### config.mk
export PLATFORM = sky130hd
export DESIGN_NAME = adcr_config_regs
export DESIGN_NICKNAME = d
export VERILOG_FILES = /design/src/adcr_pkg.sv /design/src/adcr_config_regs.sv /design/src/adcr_ovr_det.sv /design/src/adcr_sync2.sv
export SDC_FILE = /design/constraint.sdc
export NUM_CORES = 1
export LEC_CHECK = 0
export BUFFER_PORTS_ARGS = -buffer_cell sky130_fd_sc_hd__buf_2
export CORE_ASPECT_RATIO = 1.2
export CORE_MARGIN = 4
export CORE_UTILIZATION = 60
export CTS_CLUSTER_SIZE = 8
export DETAILED_ROUTE_END_ITERATION = 10
export PLACE_DENSITY = 0.83
export SETUP_SLACK_MARGIN = 0.02
export SLEW_MARGIN = 20
export SYNTH_ARGS = -nofsm -noshare
export SYNTH_HDL_FRONTEND = slang
export SYNTH_SLANG_ARGS = --single-unit
### constraint.sdc
create_clock -name i_mclk -period 2.8 [get_ports i_mclk]
set_input_delay 0.42 -clock i_mclk [delete_from_list [all_inputs] [get_ports i_mclk]]
set_output_delay 0.42 -clock i_mclk [all_outputs]
set_load 0.05 [all_outputs]
### src/adcr_pkg.sv
// Package: addresses, reset values, field layouts and types of the converter configuration bank
package adcr_pkg;

  // Register addresses
  localparam logic [7:0] ADCR_A_PORT = 8'h00;
  localparam logic [7:0] ADCR_A_CFC  = 8'h01;
  localparam logic [7:0] ADCR_A_OVR  = 8'h02;
  localparam logic [7:0] ADCR_A_C1   = 8'h03;
  localparam logic [7:0] ADCR_A_SYL  = 8'h0e;
  localparam logic [7:0] ADCR_A_SYH  = 8'h0f;
  localparam logic [7:0] ADCR_A_C2   = 8'h1a;
  localparam logic [7:0] ADCR_A_SRST = 8'h2c;

  // Reset values
  localparam logic [15:0] ADCR_R_PORT = 16'h0000;
  localparam logic [15:0] ADCR_R_CFC  = 16'h0002;
  localparam logic [15:0] ADCR_R_OVR  = 16'h0780;
  localparam logic [15:0] ADCR_R_CORR = 16'h4b18;
  localparam logic [15:0] ADCR_R_SYL  = 16'haaa8;
  localparam logic [15:0] ADCR_R_SYH  = 16'ha000;
  localparam logic [15:0] ADCR_SRST_KEY = 16'hd2f0;

  // Writable bits; the rest read as zero
  localparam logic [15:0] ADCR_M_PORT = 16'h8000;
  localparam logic [15:0] ADCR_M_CFC  = 16'h820a;
  localparam logic [15:0] ADCR_M_OVR  = 16'h0780;
  localparam logic [15:0] ADCR_M_CORR = 16'hffff;
  localparam logic [15:0] ADCR_M_SYL  = 16'hfffc;
  localparam logic [15:0] ADCR_M_SYH  = 16'hf070;

  // Field positions
  localparam int ADCR_B_FOUR_WIRE  = 15;
  localparam int ADCR_B_C1_EN      = 15;
  localparam int ADCR_B_C2_EN      = 9;
  localparam int ADCR_B_FMT        = 3;
  localparam int ADCR_B_TUNE       = 1;
  localparam int ADCR_B_CORR_START = 14;
  localparam int ADCR_B_THR_HI     = 10;
  localparam int ADCR_B_THR_LO     = 7;
  localparam int ADCR_B_SYL_HI     = 15;
  localparam int ADCR_B_SYL_LO     = 2;
  localparam int ADCR_B_SYH_HI     = 15;
  localparam int ADCR_B_SYH_LO     = 12;
  localparam int ADCR_B_VREF_HI    = 6;
  localparam int ADCR_B_VREF_LO    = 4;

  // Sync select and reference codes
  localparam logic [13:0] ADCR_SYL_OFF  = 14'h0000;
  localparam logic [13:0] ADCR_SYL_ONCE = 14'h1555;
  localparam logic [13:0] ADCR_SYL_PIN  = 14'h2aaa;
  localparam logic [3:0]  ADCR_SYH_OFF  = 4'h0;
  localparam logic [3:0]  ADCR_SYH_ONCE = 4'h5;
  localparam logic [3:0]  ADCR_SYH_PIN  = 4'ha;
  localparam logic [2:0]  ADCR_VREF_LAST_INT = 3'h4;

  // Serial frame: read flag, 8 address bits, 16 data bits, MSB first
  localparam logic [4:0] ADCR_ADDR_LAST   = 5'h08;
  localparam logic [4:0] ADCR_SHIFT_FIRST = 5'h0a;
  localparam logic [4:0] ADCR_FRAME_LAST  = 5'h18;

  // Over-range detector
  localparam int         ADCR_OVR_LATENCY = 12;
  localparam int         ADCR_SMP_W       = 12;
  localparam logic [6:0] ADCR_THR_STEP    = 7'h00;

  // Synchroniser lanes and their idle levels
  localparam int         ADCR_SYNC_W  = 4;
  localparam int         ADCR_L_SCLK  = 0;
  localparam int         ADCR_L_SEN   = 1;
  localparam int         ADCR_L_SDIO  = 2;
  localparam int         ADCR_L_SYNC  = 3;
  localparam logic [3:0] ADCR_SYNC_RST = 4'h2;

  typedef struct packed {
    logic [15:0] port;
    logic [15:0] cfc;
    logic [15:0] ovr;
    logic [15:0] c1;
    logic [15:0] syl;
    logic [15:0] syh;
    logic [15:0] c2;
  } adcr_cfg_t;

  localparam adcr_cfg_t ADCR_CFG_RESET = '{port: ADCR_R_PORT, cfc: ADCR_R_CFC,
    ovr: ADCR_R_OVR, c1: ADCR_R_CORR, syl: ADCR_R_SYL, syh: ADCR_R_SYH, c2: ADCR_R_CORR};

  typedef enum logic [1:0] {ADCR_SYNC_OFF, ADCR_SYNC_ONCE, ADCR_SYNC_PIN, ADCR_SYNC_BAD}
    adcr_sync_mode_t;

  typedef struct packed {
    logic sclk;
    logic sen_n;
    logic sdio;
  } adcr_spi_in_t;

  typedef struct packed {
    logic sdio;
    logic sdio_oe_n;
    logic serial_data_out;
  } adcr_spi_out_t;

endpackage

### src/adcr_config_regs.sv
// Configuration register bank of a dual-channel converter behind its serial port
//
// Summary of operation
// - First channel correction enable, bit 15 reg 01
// - Second channel correction enable, bit 9 reg 01
// - Bit 3 reg 01: two's complement or offset binary
// - Threshold field sets over-range level in sixteenths
// - Over-range flag follows overload after 12 clocks
// - Threshold field resets to fifteen
// - One threshold serves both channels
// - Reg 03 bit 14: run or clear first channel
// - Reg 1A bit 14: run or clear second channel
// - Reg 0E sync field: off, one-shot, pins
// - Reg 0F sync field uses same coding
// - One-shot sync fires once until rewritten
// - Reg 0F bits 6:4 select voltage reference
// - Serial port, three-wire or four-wire data pins
// - Reset key restores defaults, key register reads zero
`timescale 1ns/1ps
module adcr_config_regs
  import adcr_pkg::*;
(
  // Clock and reset
  input  wire logic                  i_mclk,
  input  wire logic                  i_nrst,
  // Serial configuration port
  input  wire adcr_spi_in_t          i_spi,
  output adcr_spi_out_t              o_spi,
  // Clock generator sync
  input  wire logic                  i_sync_pin,
  output logic                       o_clkgen_sync,
  // Converter samples
  input  wire logic [ADCR_SMP_W-1:0] i_first_channel_sample,
  input  wire logic [ADCR_SMP_W-1:0] i_second_channel_sample,
  // Over-range flags
  output logic                       o_first_channel_over_range_flag,
  output logic                       o_second_channel_over_range_flag,
  // Correction loop controls
  output logic                       o_first_channel_corr_run,
  output logic                       o_first_channel_corr_clear,
  output logic                       o_second_channel_corr_run,
  output logic                       o_second_channel_corr_clear,
  // Output format and analog settings
  output logic                       o_offset_binary,
  output logic                       o_performance_tuning_bit,
  output logic [2:0]                 o_vref_sel,
  output logic                       o_external_ref
);

  typedef struct packed {
    adcr_cfg_t       cfg;
    logic            sclk_q;
    logic            sync_q;
    logic [4:0]      bit_cnt;
    logic            rw;
    logic [7:0]      addr;
    logic [15:0]     shin;
    logic [15:0]     shout;
    logic            rd_active;
    logic            armed;
    adcr_sync_mode_t sync_mode;
    adcr_spi_out_t   spi;
    logic            sync_pulse;
    logic            c1_run;
    logic            c1_clr;
    logic            c2_run;
    logic            c2_clr;
    logic            fmt;
    logic            tune;
    logic [2:0]      vref;
    logic            ext_ref;
  } adcr_main_state_t;

  adcr_main_state_t           s;
  adcr_main_state_t           next_s;
  logic [ADCR_SYNC_W-1:0]     pins;
  logic                       sclk_rise;
  logic                       sclk_fall;
  logic                       sync_edge;
  logic                       wr_now;
  logic                       wr_key;
  logic [15:0]                wr_data;
  logic [7:0]                 rd_addr;

  function automatic logic [15:0] reg_read(input adcr_cfg_t c, input logic [7:0] a);
    logic [15:0] d;
    d = 16'h0000;
    unique case (a)
      ADCR_A_PORT: d = c.port;
      ADCR_A_CFC:  d = c.cfc;
      ADCR_A_OVR:  d = c.ovr;
      ADCR_A_C1:   d = c.c1;
      ADCR_A_SYL:  d = c.syl;
      ADCR_A_SYH:  d = c.syh;
      ADCR_A_C2:   d = c.c2;
      // Reset key register self-clears, unmapped reads zero
      default:     d = 16'h0000;
    endcase
    return d;
  endfunction

  // Both fields must agree; any other pairing leaves sync off
  function automatic adcr_sync_mode_t sync_decode(input logic [13:0] lo, input logic [3:0] hi);
    adcr_sync_mode_t m;
    m = ADCR_SYNC_BAD;
    if (lo == ADCR_SYL_OFF && hi == ADCR_SYH_OFF)
      m = ADCR_SYNC_OFF;
    else if (lo == ADCR_SYL_ONCE && hi == ADCR_SYH_ONCE)
      m = ADCR_SYNC_ONCE;
    else if (lo == ADCR_SYL_PIN && hi == ADCR_SYH_PIN)
      m = ADCR_SYNC_PIN;
    return m;
  endfunction

  // Pins come from the host's domain; the serial clock is oversampled, so it
  // must run well below a quarter of the local clock
  adcr_sync2 u_sync (
    .i_mclk  (i_mclk),
    .i_nrst  (i_nrst),
    .i_async ({i_sync_pin, i_spi.sdio, i_spi.sen_n, i_spi.sclk}),
    .o_sync  (pins)
  );

  always_comb
  begin
    next_s    = s;
    wr_now    = 1'b0;
    wr_key    = 1'b0;
    wr_data   = {s.shin[14:0], pins[ADCR_L_SDIO]};
    rd_addr   = {s.addr[6:0], pins[ADCR_L_SDIO]};
    sclk_rise = pins[ADCR_L_SCLK] && !s.sclk_q;
    sclk_fall = !pins[ADCR_L_SCLK] && s.sclk_q;
    sync_edge = pins[ADCR_L_SYNC] && !s.sync_q;
    next_s.sclk_q = pins[ADCR_L_SCLK];
    next_s.sync_q = pins[ADCR_L_SYNC];

    // Frame handling: deselect aborts any partial frame without a write
    if (pins[ADCR_L_SEN])
    begin
      next_s.bit_cnt   = 5'h00;
      next_s.rd_active = 1'b0;
    end
    else if (sclk_rise)
    begin
      if (s.bit_cnt == 5'h00)
        next_s.rw = pins[ADCR_L_SDIO];
      else if (s.bit_cnt <= ADCR_ADDR_LAST)
        next_s.addr = rd_addr;
      else
        next_s.shin = wr_data;
      if (s.bit_cnt <= ADCR_FRAME_LAST)
        next_s.bit_cnt = s.bit_cnt + 5'h01;
      if (s.bit_cnt == ADCR_ADDR_LAST && s.rw)
      begin
        next_s.shout     = reg_read(s.cfg, rd_addr);
        next_s.rd_active = 1'b1;
      end
      wr_now = (s.bit_cnt == ADCR_FRAME_LAST) && !s.rw;
    end
    else if (sclk_fall && s.rd_active && s.bit_cnt >= ADCR_SHIFT_FIRST)
    begin
      // Host samples on the rising edge, so data moves on the falling one
      next_s.shout = {s.shout[14:0], 1'b0};
    end

    // Clock generator sync
    next_s.sync_mode  = sync_decode(s.cfg.syl[ADCR_B_SYL_HI:ADCR_B_SYL_LO],
                                    s.cfg.syh[ADCR_B_SYH_HI:ADCR_B_SYH_LO]);
    next_s.sync_pulse = 1'b0;
    unique case (s.sync_mode)
      ADCR_SYNC_ONCE:
      begin
        if (sync_edge && s.armed)
        begin
          next_s.sync_pulse = 1'b1;
          next_s.armed      = 1'b0;
        end
      end
      ADCR_SYNC_PIN:
        next_s.sync_pulse = sync_edge;
      ADCR_SYNC_OFF, ADCR_SYNC_BAD:
        next_s.sync_pulse = 1'b0;
    endcase

    // Register writes; rewriting a sync field re-arms the one-shot
    if (wr_now)
    begin
      case (s.addr)
        ADCR_A_PORT: next_s.cfg.port = wr_data & ADCR_M_PORT;
        ADCR_A_CFC:  next_s.cfg.cfc  = wr_data & ADCR_M_CFC;
        ADCR_A_OVR:  next_s.cfg.ovr  = wr_data & ADCR_M_OVR;
        ADCR_A_C1:   next_s.cfg.c1   = wr_data & ADCR_M_CORR;
        ADCR_A_C2:   next_s.cfg.c2   = wr_data & ADCR_M_CORR;
        ADCR_A_SYL:
        begin
          next_s.cfg.syl = wr_data & ADCR_M_SYL;
          next_s.armed   = 1'b1;
        end
        ADCR_A_SYH:
        begin
          next_s.cfg.syh = wr_data & ADCR_M_SYH;
          next_s.armed   = 1'b1;
        end
        ADCR_A_SRST:
        begin
          if (wr_data == ADCR_SRST_KEY)
          begin
            wr_key       = 1'b1;
            next_s.cfg   = ADCR_CFG_RESET;
            next_s.armed = 1'b1;
          end
        end
        // Unmapped addresses are ignored
        default: next_s.cfg = s.cfg;
      endcase
    end

    if (!i_nrst)
    begin
      next_s           = '0;
      next_s.cfg       = ADCR_CFG_RESET;
      next_s.armed     = 1'b1;
      next_s.sync_mode = ADCR_SYNC_PIN;
      next_s.sclk_q    = 1'b0;
    end

    // Registered outputs follow the next configuration
    next_s.c1_run  = next_s.cfg.cfc[ADCR_B_C1_EN]
                     && !next_s.cfg.c1[ADCR_B_CORR_START];
    next_s.c1_clr  = next_s.cfg.c1[ADCR_B_CORR_START];
    next_s.c2_run  = next_s.cfg.cfc[ADCR_B_C2_EN]
                     && !next_s.cfg.c2[ADCR_B_CORR_START];
    next_s.c2_clr  = next_s.cfg.c2[ADCR_B_CORR_START];
    next_s.fmt     = next_s.cfg.cfc[ADCR_B_FMT];
    next_s.tune    = next_s.cfg.cfc[ADCR_B_TUNE];
    next_s.vref    = next_s.cfg.syh[ADCR_B_VREF_HI:ADCR_B_VREF_LO];
    next_s.ext_ref = next_s.vref > ADCR_VREF_LAST_INT;
    // Three-wire mode turns the data pin round for the read data phase
    next_s.spi.sdio      = next_s.shout[15];
    next_s.spi.sdio_oe_n = !(next_s.rd_active && !next_s.cfg.port[ADCR_B_FOUR_WIRE]);
    next_s.spi.serial_data_out       = next_s.cfg.port[ADCR_B_FOUR_WIRE] && next_s.shout[15];
  end

  always_ff @(posedge i_mclk)
  begin
    s <= next_s;
  end

  // One threshold field drives both detectors
  adcr_ovr_det u_ovr_first (
    .i_mclk   (i_mclk),
    .i_nrst   (i_nrst),
    .i_sample (i_first_channel_sample),
    .i_thresh (s.cfg.ovr[ADCR_B_THR_HI:ADCR_B_THR_LO]),
    .o_flag   (o_first_channel_over_range_flag)
  );

  adcr_ovr_det u_ovr_second (
    .i_mclk   (i_mclk),
    .i_nrst   (i_nrst),
    .i_sample (i_second_channel_sample),
    .i_thresh (s.cfg.ovr[ADCR_B_THR_HI:ADCR_B_THR_LO]),
    .o_flag   (o_second_channel_over_range_flag)
  );

  assign o_spi                       = s.spi;
  assign o_clkgen_sync               = s.sync_pulse;
  assign o_first_channel_corr_run    = s.c1_run;
  assign o_first_channel_corr_clear  = s.c1_clr;
  assign o_second_channel_corr_run   = s.c2_run;
  assign o_second_channel_corr_clear = s.c2_clr;
  assign o_offset_binary             = s.fmt;
  assign o_performance_tuning_bit    = s.tune;
  assign o_vref_sel                  = s.vref;
  assign o_external_ref              = s.ext_ref;

  soft_reset_a: assert property (@(posedge i_mclk) disable iff (!i_nrst)
    wr_key |=> (s.cfg == ADCR_CFG_RESET) && o_first_channel_corr_clear && !o_offset_binary)
    else $error("reset key did not restore defaults");
  thresh_default_a: assert property (@(posedge i_mclk) disable iff (!i_nrst)
    wr_key |=> s.cfg.ovr[ADCR_B_THR_HI:ADCR_B_THR_LO] == 4'hf)
    else $error("threshold not fifteen after reset key");
  first_corr_a: assert property (@(posedge i_mclk) disable iff (!i_nrst)
    (wr_now && s.addr == ADCR_A_CFC) |=> o_first_channel_corr_run
      == ($past(wr_data[ADCR_B_C1_EN]) && !o_first_channel_corr_clear))
    else $error("first channel correction run wrong");
  second_corr_a: assert property (@(posedge i_mclk) disable iff (!i_nrst)
    (wr_now && s.addr == ADCR_A_C2) |=> o_second_channel_corr_clear == $past(wr_data[14]))
    else $error("second channel correction start not applied");
  data_format_a: assert property (@(posedge i_mclk) disable iff (!i_nrst)
    (wr_now && s.addr == ADCR_A_CFC) |=> o_offset_binary == $past(wr_data[3]))
    else $error("output coding not applied");
  ovr_shared_a: assert property (@(posedge i_mclk) disable iff (!i_nrst)
    (i_first_channel_sample == i_second_channel_sample) && $stable(s.cfg.ovr)
    |-> ##12 (o_first_channel_over_range_flag == o_second_channel_over_range_flag))
    else $error("channels disagree on same input");
  one_shot_a: assert property (@(posedge i_mclk) disable iff (!i_nrst)
    (s.sync_mode == ADCR_SYNC_ONCE && !s.armed) |=> !o_clkgen_sync)
    else $error("one-shot sync fired twice");
  sync_off_a: assert property (@(posedge i_mclk) disable iff (!i_nrst)
    (s.sync_mode inside {ADCR_SYNC_OFF, ADCR_SYNC_BAD}) |=> !o_clkgen_sync)
    else $error("sync pulse while sync disabled");
  vref_a: assert property (@(posedge i_mclk) disable iff (!i_nrst)
    (wr_now && s.addr == ADCR_A_SYH) |=> o_external_ref
      == ($past(wr_data[ADCR_B_VREF_HI:ADCR_B_VREF_LO]) > ADCR_VREF_LAST_INT))
    else $error("reference selection decode wrong");
  three_wire_a: assert property (@(posedge i_mclk) disable iff (!i_nrst)
    s.rd_active && !s.cfg.port[ADCR_B_FOUR_WIRE] |-> !o_spi.sdio_oe_n && !o_spi.serial_data_out)
    else $error("three-wire read not driven on data pin");

  // Each write lands, masked, in the cycle after the frame's last bit
  first_start_a: assert property (@(posedge i_mclk) disable iff (!i_nrst)
    (wr_now && s.addr == ADCR_A_C1) |=> o_first_channel_corr_clear
      == $past(wr_data[ADCR_B_CORR_START]))
    else $error("first channel correction start not applied");
  second_enable_a: assert property (@(posedge i_mclk) disable iff (!i_nrst)
    (wr_now && s.addr == ADCR_A_CFC) |=> o_second_channel_corr_run
      == ($past(wr_data[ADCR_B_C2_EN]) && !o_second_channel_corr_clear))
    else $error("second channel correction run wrong");
  thresh_write_a: assert property (@(posedge i_mclk) disable iff (!i_nrst)
    (wr_now && s.addr == ADCR_A_OVR) |=> s.cfg.ovr == ($past(wr_data) & ADCR_M_OVR))
    else $error("threshold write not applied");
  vref_write_a: assert property (@(posedge i_mclk) disable iff (!i_nrst)
    (wr_now && s.addr == ADCR_A_SYH)
    |=> o_vref_sel == $past(wr_data[ADCR_B_VREF_HI:ADCR_B_VREF_LO]))
    else $error("reference selection not applied");
  sync_rearm_a: assert property (@(posedge i_mclk) disable iff (!i_nrst)
    (wr_now && s.addr == ADCR_A_SYL)
    |=> s.armed && s.cfg.syl == ($past(wr_data) & ADCR_M_SYL))
    else $error("sync select write did not re-arm");
  pin_sync_a: assert property (@(posedge i_mclk) disable iff (!i_nrst)
    (s.sync_mode == ADCR_SYNC_PIN && sync_edge) |=> o_clkgen_sync)
    else $error("sync pin edge not passed on");
  one_shot_fire_a: assert property (@(posedge i_mclk) disable iff (!i_nrst)
    (s.sync_mode == ADCR_SYNC_ONCE && s.armed && sync_edge) |=> o_clkgen_sync)
    else $error("armed one-shot sync did not fire");
  sync_match_a: assert property (@(posedge i_mclk) disable iff (!i_nrst)
    (s.cfg.syl[ADCR_B_SYL_HI:ADCR_B_SYL_LO] == ADCR_SYL_ONCE
     && s.cfg.syh[ADCR_B_SYH_HI:ADCR_B_SYH_LO] == ADCR_SYH_ONCE)
    |=> s.sync_mode == ADCR_SYNC_ONCE)
    else $error("one-shot sync codes not decoded");
  sync_unsupported_a: assert property (@(posedge i_mclk) disable iff (!i_nrst)
    (&s.cfg.syl[ADCR_B_SYL_HI:ADCR_B_SYL_LO]) |=> s.sync_mode == ADCR_SYNC_BAD)
    else $error("unsupported sync code not refused");
  frame_abort_a: assert property (@(posedge i_mclk) disable iff (!i_nrst)
    pins[ADCR_L_SEN] |=> s.bit_cnt == 5'h00 && !s.rd_active)
    else $error("deselect did not end the frame");
  key_read_a: assert property (@(posedge i_mclk) disable iff (!i_nrst)
    (!pins[ADCR_L_SEN] && sclk_rise && s.rw && s.bit_cnt == ADCR_ADDR_LAST
     && rd_addr == ADCR_A_SRST) |=> s.shout == 16'h0000)
    else $error("reset key register did not read zero");

endmodule // adcr_config_regs

### src/adcr_ovr_det.sv
// Over-range comparator with fixed detection latency for one channel
`timescale 1ns/1ps
module adcr_ovr_det
  import adcr_pkg::*;
(
  // Clock and reset
  input  wire logic                  i_mclk,
  input  wire logic                  i_nrst,
  // Sample and shared threshold
  input  wire logic [ADCR_SMP_W-1:0] i_sample,
  input  wire logic [3:0]            i_thresh,
  // Flag
  output logic                       o_flag
);

  typedef struct packed {
    logic [ADCR_OVR_LATENCY-1:0] pipe;
  } adcr_ovr_state_t;

  adcr_ovr_state_t s;
  adcr_ovr_state_t next_s;
  logic            over;

  // Core words are two's complement; -full scale maps to 12'h800
  function automatic logic [ADCR_SMP_W-1:0] magnitude(input logic [ADCR_SMP_W-1:0] v);
    return v[ADCR_SMP_W-1] ? ADCR_SMP_W'(~v + 1'b1) : v;
  endfunction

  always_comb
  begin
    next_s = s;
    // Level is threshold/16 of full scale
    over = magnitude(i_sample) > {1'b0, i_thresh, ADCR_THR_STEP};
    next_s.pipe = {s.pipe[ADCR_OVR_LATENCY-2:0], over};
    if (!i_nrst)
    begin
      next_s.pipe = '0;
    end
  end

  always_ff @(posedge i_mclk)
  begin
    s <= next_s;
  end

  assign o_flag = s.pipe[ADCR_OVR_LATENCY-1];

  ovr_rise_late_a: assert property (@(posedge i_mclk) disable iff (!i_nrst)
    over |-> ##12 o_flag) else $error("over-range flag missing 12 cycles after overload");
  ovr_quiet_a: assert property (@(posedge i_mclk) disable iff (!i_nrst)
    !over |-> ##12 !o_flag) else $error("over-range flag without overload");

endmodule // adcr_ovr_det

### src/adcr_sync2.sv
// Two-flop synchroniser for the pins of the configuration bank
`timescale 1ns/1ps
module adcr_sync2
  import adcr_pkg::*;
(
  // Clock and reset
  input  wire logic                   i_mclk,
  input  wire logic                   i_nrst,
  // Lanes
  input  wire logic [ADCR_SYNC_W-1:0] i_async,
  output logic      [ADCR_SYNC_W-1:0] o_sync
);

  typedef struct packed {
    logic [ADCR_SYNC_W-1:0] meta;
    logic [ADCR_SYNC_W-1:0] stable;
  } adcr_sync_state_t;

  adcr_sync_state_t s;
  adcr_sync_state_t next_s;

  always_comb
  begin
    next_s        = s;
    next_s.meta   = i_async;
    next_s.stable = s.meta;
    if (!i_nrst)
    begin
      next_s.meta   = ADCR_SYNC_RST;
      next_s.stable = ADCR_SYNC_RST;
    end
  end

  always_ff @(posedge i_mclk)
  begin
    s <= next_s;
  end

  assign o_sync = s.stable;

endmodule // adcr_sync2

==> metrics.md, run 1 <==
| Metric | Value |
|---|---|
| Io pins | 46 |
| Combinational power share | 0.032 |
| Gr usage total | 0.271 |
| FP Rows | 42 |
| CTS Buffer Depth | 2 |
| Syn. warnings | 0 |
| Adder-Cell Fraction of Synth Area | 0.0202 |
| Dpl cells | 918 |
| Capture point of the worst reg-to-reg path | s[115]$_SDFFE_PN0P_ |
| Commonest non-fill, non-tap cell in the layout | dfxtp_1 |
| DRT Wirelength | 17500 um |
| Clock Power Share | 0.494 |
| Drt first pass iters | 5 |
| Cts hold-fix bufs | 0 |
| Critical path fanouts, max | 10 |
| PD cells | 591 nW/um^2 |
| CP max stage cell | or4b_2 |
| Synth cell types | 70 |
| DRC | 0 |
| Crit path time final | 2.57 ns |
| Fmax achieved | 389 MHz |
| Async SR Flop Fraction | 0 |
| Final Max Slew Viols | 0 |
| Clock transition at the registers of the reported paths | 0.06 ns |
| Cts bufs inserted | 17 |
| Area fraction in compound gates after synthesis | 0.227 |
| Die Ht | 125 um |
| Routed via count | 6085 |
| Count of flip-flops with a built-in enable after synthesis | 0 |
| Area Overhead vs Synth | 13.5% |
| Sw Share | 0.221 |
| Reg power frac | 0.474 |
| Fin Hold WS | 0.187 ns |
| Crit start category | flop |
| WS Path Type | reg -> reg |
| Initial Util | 0.614 |
| Reg2Reg Setup Slack | 0.23 ns |
| Clk_skew | 0.00818 ns |
| Post-synthesis register bit count | 151 |
| Main combinational cell family by area after synthesis | compound AO/OA/AOI/OAI gates |
| Post-synthesis net count | 794 |
| CP endpoint kind | flop |
| Via-per-instance ratio | 6.41 |
| RSZ-0062 raised after global routing | no |
| Vias in the first global route | 5859 |
| Hold Vio Cnt, Final | 0 |
| Setup tns final | 0 ns |
| Final Non-Filler Cells | 950 |
| Hold Startpoint | i_spi[1] |
| Buf/Inv on CP | 0 |
| Chip width | 105 um |
| Total power | 4.56 mW |
| Simple-gate share of the synthesized area | 0.209 |
| Critical path's top delay family | simple AND/OR/NAND/NOR gates |
| Sequential area share after synthesis | 0.444 |
| Static Leakage | 2.99 nW |
| Later-pin clock latency in the skew report | 0.43 ns |
| Core Box Area | 11100 sq um |
| Post-CTS Setup Repair Bufs | 0 |
| Xor-xnor portion of the synthesized cell area | 0.0167 |
| Synth Cell Area | 6800 sq um |
| Max incr delay on CP | 0.74 ns |
| Gr ovfl total | 0 |
| Initial drt markers | 564 |
| CP required | 3.12 ns |
| Slew HR | 0.260 |
| CP Cell Sequence | or4b_2 > nor4_4 > a22oi_1 > o21a_1 > a22o_1 |
| P_int | 3.55 mW |
| Hold EP | u_sync.s[5]$_SDFF_PN1_ |
| Worst Hold Class | in -> reg |
| Reg2reg path depth | 5 |
| N_diodes | 0 |
| Post-CTS Resized | 0 |
| CTS tree | done |
| Most frequent cells in the layout | 151 x dfxtp_1, 58 x o21ai_0, 52 x nand2_1, 51 x a21oi_1, 45 x buf_2 |
| P_sw | 1.01 mW |
| Final Util | 0.696 |
| Maximum vdd drop | 0.000395 V |
| RePlAce Congestion | 0.992 |
| Mux contribution to synthesized area | 0.0316 |
| Critical path arrival | 2.89 ns |
| Port Buffers | 45 |
| Die area | 13100 sq um |
| Fin crit share | 0.917 |
| Worst-Margin Slew | 1.11 ns |
| Crit Reg-Reg Startpoint | s[34]$_SDFFE_PN0P_ |
| Final ANT Viol Nets | 0 |
| Initial antenna violation count | 0 |
| # clock sinks | 151 |
| Avg Inst Size Synth | 9.03 sq um |
| Largest net degree at the start of global routing | 59 |
| First-pass GRT wire length | 28900 um |
| Cell count after synthesis | 753 |
| Placed wire-length estimate | 12400 um |
| Outcome | complete, no violations |
| Ys flop type | dfxtp_1 |
| Routed len/inst | 18.5 um |
| Nets | 824 |
| # setup viols final | 0 |
| Share of cells above drive strength 1 | 0.162 |
| H-tree Lvls | 4 |
| Hold path depth | 2 |
| Clk root buf | clkbuf_16 |
| Max Cap Viol | 0 |
-- synthesized netlist by cell type (4+ instances only) --
cell       number  area share
dfxtp_1       151        0.44
o21ai_0        58       0.043
nand2_1        52       0.029
a21oi_1        51       0.038
nor2_1         43       0.024
clkbuf_1       40       0.022
and2_1         34       0.031
nand3_1        28       0.021
a22o_1         24       0.031
mux2i_1        17       0.025
nor3_1         17       0.013
nand4_1        16       0.015
inv_1          14      0.0077
a221oi_1       12       0.015
nor4_1         12       0.011
a221o_1        11       0.016
ha_1           11       0.020
o22a_1         10       0.013
xnor2_1         9       0.012
buf_2           8      0.0059
buf_4           8      0.0088
a211oi_1        7      0.0077
a22oi_1         7      0.0077
nand2b_1        7      0.0064
a31oi_1         6      0.0055
o211ai_1        6      0.0066
or3b_2          6      0.0077
or3_1           5      0.0046
or4_1           5      0.0055
a2111oi_0       4      0.0051
and3_1          4      0.0037
mux2_2          4      0.0066
o21a_1          4      0.0044
o31ai_1         4      0.0044
xor2_1          4      0.0051
-- state kept, by name (all words and copies together), names as in the netlist --
signal and flops:
u_ovr_second.s 12, o_clkgen_sync 1, o_second_channel_corr_run 1, u_sync.s 4
s 106, rd_addr 7, u_ovr_first.s 12, u_sync.o_sync 4
o_first_channel_corr_run 1, o_external_ref 1, o_spi 2
-- per-layer routing --
layer  vias up  routed length [um]  GRT usage
met5         -                   0          0
li1       2849                   -          -
met4         0                 817      0.160
met3        72                1270     0.0679
met1      2905                7200      0.330
met2       259                8250      0.432
-- metrics by stage --
| step | cell area (sq um) | setup slack (ns) |
|---|---|---|
| 2_1_floorplan | 6800 | 0.323 |
| 3_3_place_gp | 7130 | 0.110 |
| 3_5_place_dp | 7130 | -0.0685 |
| 4_1_cts | 7720 | 0.260 |
| 5_1_grt | 7720 | 0.0723 |
| 6_report | 7720 | 0.231 |
-- power groups by stage --
stage | clock network (mW) | logic (mW) | registers (mW)
after CTS | 2.27 | 0.146 | 2.16
after global routing | 2.38 | 0.163 | 2.16
after global placement | 0 | 0.135 | 2.21
after floorplan | 0 | 0.0909 | 2.21
after detailed placement | 0 | 0.145 | 2.21
final | 2.25 | 0.148 | 2.16
-- cell type report --
| cell class | count | area, sq um |
|---|---|---|
| Fill cell | 866 | 3370 |
| Multi-Input combinational cell | 526 | 3430 |
| Timing Repair Buffer | 72 | 428 |
| Inverter | 15 | 56.3 |
| Sequential cell | 151 | 3020 |
| Clock buffer | 18 | 439 |
| Clock inverter | 14 | 150 |
| Tap cell | 154 | 193 |
-- how the worst max path moves through the flow --
| stage | from | end | slack, ns | depth (start not counted) |
|---|---|---|---|---|
| 2_1_floorplan | i_second_channel_sample[0] | u_ovr_second.s[0]$_SDFF_PN0_ | 0.32 | 10 |
| 3_3_place_gp | i_second_channel_sample[0] | u_ovr_second.s[0]$_SDFF_PN0_ | 0.11 | 11 |
| 3_5_place_dp | i_second_channel_sample[0] | u_ovr_second.s[0]$_SDFF_PN0_ | -0.07 | 11 |
| 4_1_cts | s[34]$_SDFFE_PN0P_ | s[119]$_SDFFE_PN0P_ | 0.26 | 5 |
| 5_1_grt | s[34]$_SDFFE_PN0P_ | s[88]$_DFF_P_ | 0.07 | 6 |
| 6_report | s[34]$_SDFFE_PN0P_ | s[115]$_SDFFE_PN0P_ | 0.23 | 5 |
-- cell families after synthesis --
logic type | count (synthesis)
buf+inv | 76
compound gates | 227
xor+xnor | 13
fa+ha+maj | 11
mux | 21
simple gates | 254
flops | 151
(Power assumes the default switching activity.)
==> run 2: changes to the inputs <==
CORE_ASPECT_RATIO = unset   (was 1.2)
MAX_ROUTING_LAYER = met4   (was unset)
==> metrics.md, run 2 (synthesis results as in run 1) <==
| Metric | Value |
|---|---|
| Critical path fanouts, max | 8 (-2) |
| Placed wire-length estimate | 12500 um (+0.74%) |
| DRC | 0 (unchanged) |
| Outcome | complete, no violations |
| Reg2reg path depth | 6 (+1) |
| RSZ-0062 raised after global routing | no |
| Worst-Margin Slew | 0.668 ns (-0.442 ns) |
| Gr ovfl total | 0 (unchanged) |
| Buf/Inv on CP | 1 (+1) |
| Port Buffers | 45 (unchanged) |
| Vias in the first global route | 5721 (-2.4%) |
| Max incr delay on CP | 0.65 ns (-0.09 ns) |
| Maximum vdd drop | 0.000600 V (+52%) |
| Worst Hold Class | in -> reg |
| CP max stage cell | or4b_2 |
| Total power | 4.68 mW (+2.6%) |
| Die Ht | 114 um (-8.2%) |
| Crit path time final | 2.55 ns (-0.0162 ns) |
| Clk_skew | 0.0129 ns (+0.00472 ns) |
| Initial drt markers | 767 (+36%) |
| CP Cell Sequence | or4b_2 > nor4_4 > buf_4 > a22oi_1 > o21ai_0 > a21oi_1 |
| Post-CTS Setup Repair Bufs | 0 (unchanged) |
| Fin Hold WS | 0.209 ns (+0.0221 ns) |
| Initial antenna violation count | 0 (unchanged) |
| Later-pin clock latency in the skew report | 0.43 ns (about the same) |
| Io pins | 46 (unchanged) |
| Largest Register | s |
| Largest register FFs | 106 (unchanged) |
| Setup ws final | 0.247 ns (+0.0162 ns) |
| Crit start category | flop |
| Cts hold-fix bufs | 0 (unchanged) |
| Worst Setup SP | s[42]$_SDFFE_PN0P_ |
| Area Overhead vs Synth | 14.1% |
| Initial Util | 0.619 (+0.00587) |
| Most frequent cells in the layout | 151 x dfxtp_1, 58 x o21ai_0, 52 x nand2_1, 50 x a21oi_1, 45 x buf_2 |
| Slew HR | 0.555 (+0.294) |
| Chip width | 114 um (+8.8%) |
| Max Cap Viol | 0 (unchanged) |
| Hold Vio Cnt, Final | 0 (unchanged) |
| FP Rows | 38 (-9.5%) |
| Routed via count | 6037 (-0.79%) |
| Reg2Reg Setup Slack | 0.25 ns (+0.02 ns) |
| PD cells | 604 nW/um^2 (+2.1%) |
| Fmax achieved | 392 MHz (+0.64%) |
| Critical path arrival | 2.85 ns (-0.04 ns) |
| DRT Wirelength | 18000 um (+2.8%) |
| H-tree Lvls | 4 (unchanged) |
| Commonest non-fill, non-tap cell in the layout | dfxtp_1 |
| Clk root buf | clkbuf_16 |
| Crit path to | s[110]$_SDFFE_PN0P_ |
| Gr usage total | 0.289 (+0.0173) |
| Crit Reg-Reg Startpoint | s[42]$_SDFFE_PN0P_ |
| Static Leakage | 3.02 nW (+1.1%) |
| Nets | 827 (+0.36%) |
| CP endpoint kind | flop |
| Final Max Slew Viols | 0 (unchanged) |
| Via-per-instance ratio | 6.43 (+0.37%) |
| Largest regs | s: 106 flops, u_ovr_first.s: 12 flops, u_ovr_second.s: 12 flops |
| Capture point of the worst reg-to-reg path | s[110]$_SDFFE_PN0P_ |
| RePlAce Congestion | 0.980 (-1.1%) |
| Critical path's top delay family | simple AND/OR/NAND/NOR gates |
| Stages on the worst setup path | 6 (+1) |
| Routed len/inst | 19.2 um (+4.1%) |
| Setup tns final | 0 ns (unchanged) |
| # clock sinks | 151 (unchanged) |
| Core Box Area | 11000 sq um (-0.95%) |
| Largest net degree at the start of global routing | 59 (unchanged) |
| Hold Startpoint | i_sync_pin |
| Fin crit share | 0.912 (-0.00579) |
| CTS tree | done |
| Drt first pass iters | 5 (unchanged) |
| Share of cells above drive strength 1 | 0.166 (+0.00440) |
| Pre-CTS setup slack | 0.00796 ns (+0.0765 ns) |
| Die area | 13100 sq um (about the same) |
| Cts bufs inserted | 17 (unchanged) |
| CP required | 3.10 ns (-0.02 ns) |
| N_diodes | 0 (unchanged) |
| Post-CTS Resized | 0 (unchanged) |
| First-pass GRT wire length | 29100 um (+0.64%) |
| Final ANT Viol Nets | 0 (unchanged) |
| Final Util | 0.707 (+0.0103) |
| WS Path Type | reg -> reg |
| # setup viols final | 0 (unchanged) |
| Clock transition at the registers of the reported paths | 0.06 ns (about the same) |
| CTS Buffer Depth | 2 (unchanged) |
[run 2: worst min path at each step]
stage          cells after the start                          end
4_1_cts                            2       u_sync.s[7]$_SDFF_PN0_
5_1_grt                            2       u_sync.s[4]$_SDFF_PN0_
2_1_floorplan                      1  u_sync.o_sync[1]$_SDFF_PN1_
6_report                           2       u_sync.s[7]$_SDFF_PN0_
3_3_place_gp                       1  u_sync.o_sync[1]$_SDFF_PN1_
3_5_place_dp                       1  u_sync.o_sync[1]$_SDFF_PN1_
[run 2: cell type report]
class	count	area (sq um)
Clock buffer	19	453
Clock inverter	13	168
Fill cell	852	3220
Inverter	15	56.3
Multi-Input combinational cell	526	3440
Sequential cell	151	3020
Tap cell	140	175
Timing Repair Buffer	75	450
[run 2: metal layers]
layer | part of all wire | wire length [um] | track usage | vias to the layer above
li1 | - | - | - | 2851
met1 | 0.42 | 7580 | 0.373 | 2793
met2 | 0.45 | 8150 | 0.423 | 339
met3 | 0.098 | 1770 | 0.0877 | 54
met4 | 0.030 | 541 | 0.114 | 0
met5 | 0 | 0 | - | -
[run 2: worst reg2reg max path: cells and delay by family (launching register included)]
family | cells | cell delay [ns]
AND/OR/NAND/NOR | 2 | 1.16
AO/OA/AOI/OAI | 3 | 0.55
flip-flops | 1 | 0.44
buffers and inverters | 1 | 0.27
[run 2: report_power, final]
group | switching [mW] | total, mW | internal, mW | leakage [nW]
sequential | 0.00546 | 2.16 | 2.16 | 1.22
clock | 0.918 | 2.38 | 1.46 | 0.301
combinational | 0.0877 | 0.145 | 0.0577 | 1.50
[run 2: through the flow]
stage                     area (sq um)  cells
after floorplan                   6800    753
after global placement            7140    907
after detailed placement          7140    907
after CTS                         7760    939
after global routing              7760    939
final                             7760    939
==> run 3: changes to the inputs <==
CORE_ASPECT_RATIO = 0.6   (was unset)
REMOVE_ABC_BUFFERS = 1   (was unset)
==> metrics.md, run 3 (synthesis results as in run 1) <==
| Metric | Value |
|---|---|
| Vias in the first global route | 5972 (+4.4%) |
| Final Max Slew Viols | 0 (unchanged) |
| Share of cells above drive strength 1 | 0.172 (+0.00540) |
| Die area | 13200 sq um (+0.43%) |
| Crit start category | flop |
| Final Util | 0.722 (+0.0152) |
| Largest Register | s |
| Hold path depth | 2 (unchanged) |
| PD cells | 602 nW/um^2 (-0.26%) |
| Core Box Area | 10800 sq um (-1.5%) |
| Routed len/inst | 21.0 um (+9.4%) |
| Most frequent cells in the layout | 151 x dfxtp_1, 58 x o21ai_0, 52 x nand2_1, 50 x a21oi_1, 45 x buf_2 |
| FP Rows | 29 (-24%) |
| Sw Share | 0.235 (+0.0190) |
| Initial antenna violation count | 2 (+2) |
| Gr usage total | 0.307 (+0.0184) |
| Final ANT Viol Nets | 0 (unchanged) |
| # clock sinks | 151 (unchanged) |
| WS Path Type | reg -> reg |
| Largest regs | s: 106 flops, u_ovr_first.s: 12 flops, u_ovr_second.s: 12 flops |
| Largest register FFs | 106 (unchanged) |
| Clock transition at the registers of the reported paths | 0.07 ns (about the same) |
| Die Ht | 90.5 um (-21%) |
| Drt first pass iters | 6 (+1) |
| Io pins | 46 (unchanged) |
| Chip width | 145 um (+27%) |
| Clock Power Share | 0.507 (about the same) |
| Static Leakage | 3.04 nW (+0.80%) |
| Fmax achieved | 376 MHz (-3.9%) |
| Setup ws final | 0.144 ns (-0.104 ns) |
| Reg power frac | 0.460 (-0.002) |
| P_sw | 1.10 mW (+9.1%) |
| Placed wire-length estimate | 13700 um (+9.3%) |
| Initial drt markers | 720 (-6.1%) |
| Clk root buf | clkbuf_16 |
| Clk_skew | 0.00922 ns (-0.00368 ns) |
| DRT Wirelength | 19800 um (+9.9%) |
| Final design area excluding fillers | 7800 sq um (+0.56%) |
| Area Overhead vs Synth | 14.7% |
| Hold Vio Cnt, Final | 0 (unchanged) |
| Setup tns final | 0 ns (unchanged) |
| Critical path arrival | 3.02 ns (+0.17 ns) |
| Reg2reg path depth | 5 (-1) |
| Cts bufs inserted | 17 (unchanged) |
| Routed via count | 6272 (+3.9%) |
| Nets | 831 (+0.48%) |
| Largest net degree at the start of global routing | 46 (-22%) |
| Outcome | complete, no violations |
| Combinational power share | 0.033 (+0.002) |
| Fin Hold WS | 0.178 ns (-0.0307 ns) |
| Post-CTS Setup Repair Bufs | 0 (unchanged) |
| CTS Buffer Depth | 2 (unchanged) |
| DRC | 0 (unchanged) |
| Slew HR | 0.469 (-0.0856) |
| Commonest non-fill, non-tap cell in the layout | dfxtp_1 |
| Fin crit share | 0.949 (+0.0370) |
| Worst Hold Class | in -> reg |
| Maximum vdd drop | 0.000441 V (-26%) |
| P_int | 3.59 mW (-2.1%) |
| CTS tree | done |
| Crit path time final | 2.66 ns (+0.104 ns) |
| Pre-CTS setup slack | 0.0455 ns (+0.0375 ns) |
| H-tree Lvls | 4 (unchanged) |
| CP required | 3.16 ns (+0.06 ns) |
| RePlAce Congestion | 1.00 (+2.0%) |
| Initial Util | 0.629 (+0.00975) |
| Port Buffers | 45 (unchanged) |
| Later-pin clock latency in the skew report | 0.42 ns (about the same) |
| Gr ovfl total | 0 (unchanged) |
| Worst-Margin Slew | 0.776 ns (+0.108 ns) |
| # setup viols final | 0 (unchanged) |
| First-pass GRT wire length | 31500 um (+8.5%) |
| Placed Area | 7180 sq um (+0.58%) |
| RSZ-0062 raised after global routing | no |
| CP endpoint kind | flop |
| Max Cap Viol | 0 (unchanged) |
| Critical path fanouts, max | 13 (+5) |
| Cts hold-fix bufs | 0 (unchanged) |
| Via-per-instance ratio | 6.65 (+3.5%) |
-- run 3: changes by cell type in the layout (fill, tap and decap cells not counted), sizes merged --
cell and change:
buf +4, clkinv -1, inv +4, clkinvlp -1, clkbuf -1, diode +1, bufinv -1
-- run 3: worst max-delay path, stage by stage, from the launching register on --
cell and delay (ns):
dfxtp_1 0.44, or3b_1 0.42, or4_1 0.81, buf_4 0.31, o21ai_1 0.42, o22a_1 0.20
-- run 3: cell type report --
class	count	area [sq um]
antenna	1	2.50
clock buffer	18	439
clock inverter	14	176
fill	808	3010
inverter	15	56.3
multi-input combinational	526	3440
sequential	151	3020
tap	139	174
timing repair buffer	79	493
-- run 3: power groups by stage --
stage	Combinational (mW)	Sequential (mW)	Clock, mW
3_5_place_dp	0.149	2.21	0
4_1_cts	0.150	2.16	2.39
2_1_floorplan	0.0735	2.21	0
6_report	0.153	2.16	2.38
3_3_place_gp	0.146	2.21	0
5_1_grt	0.169	2.16	2.50
-- run 3: repair_timing --
item                                   in CTS  in global routing
endpoints found under the hold margin       0                  0
resized for setup                           0                  1
setup endpoints to repair                   0                  1
-- run 3: path summary, 6_finish.rpt --
path | to | start | slack [ns]
max | s[117]$_SDFFE_PN1P_ | u_sync.o_sync[0]$_SDFF_PN0_ | 0.14
min reg2reg | u_sync.o_sync[1]$_SDFF_PN1_ | u_sync.s[5]$_SDFF_PN1_ | 0.42
max reg2reg | s[117]$_SDFFE_PN1P_ | u_sync.o_sync[0]$_SDFF_PN0_ | 0.14
min | u_sync.s[5]$_SDFF_PN1_ | i_spi[1] | 0.18
-- run 3: layer usage --
metal | routed length, um | GRT usage | vias to the layer above
met5 | 0 | - | -
met4 | 416 | 0.104 | 0
met3 | 2480 | 0.110 | 63
met2 | 8280 | 0.427 | 381
met1 | 8640 | 0.413 | 2955
li1 | - | - | 2873
-- run 3: per-stage QoR --
| step | power [mW] | instances |
|---|---|---|
| 6_report | 4.70 | 943 |
| 4_1_cts | 4.70 | 942 |
| 2_1_floorplan | 2.28 | 692 |
| 5_1_grt | 4.83 | 943 |
| 3_3_place_gp | 2.36 | 910 |
| 3_5_place_dp | 2.36 | 910 |
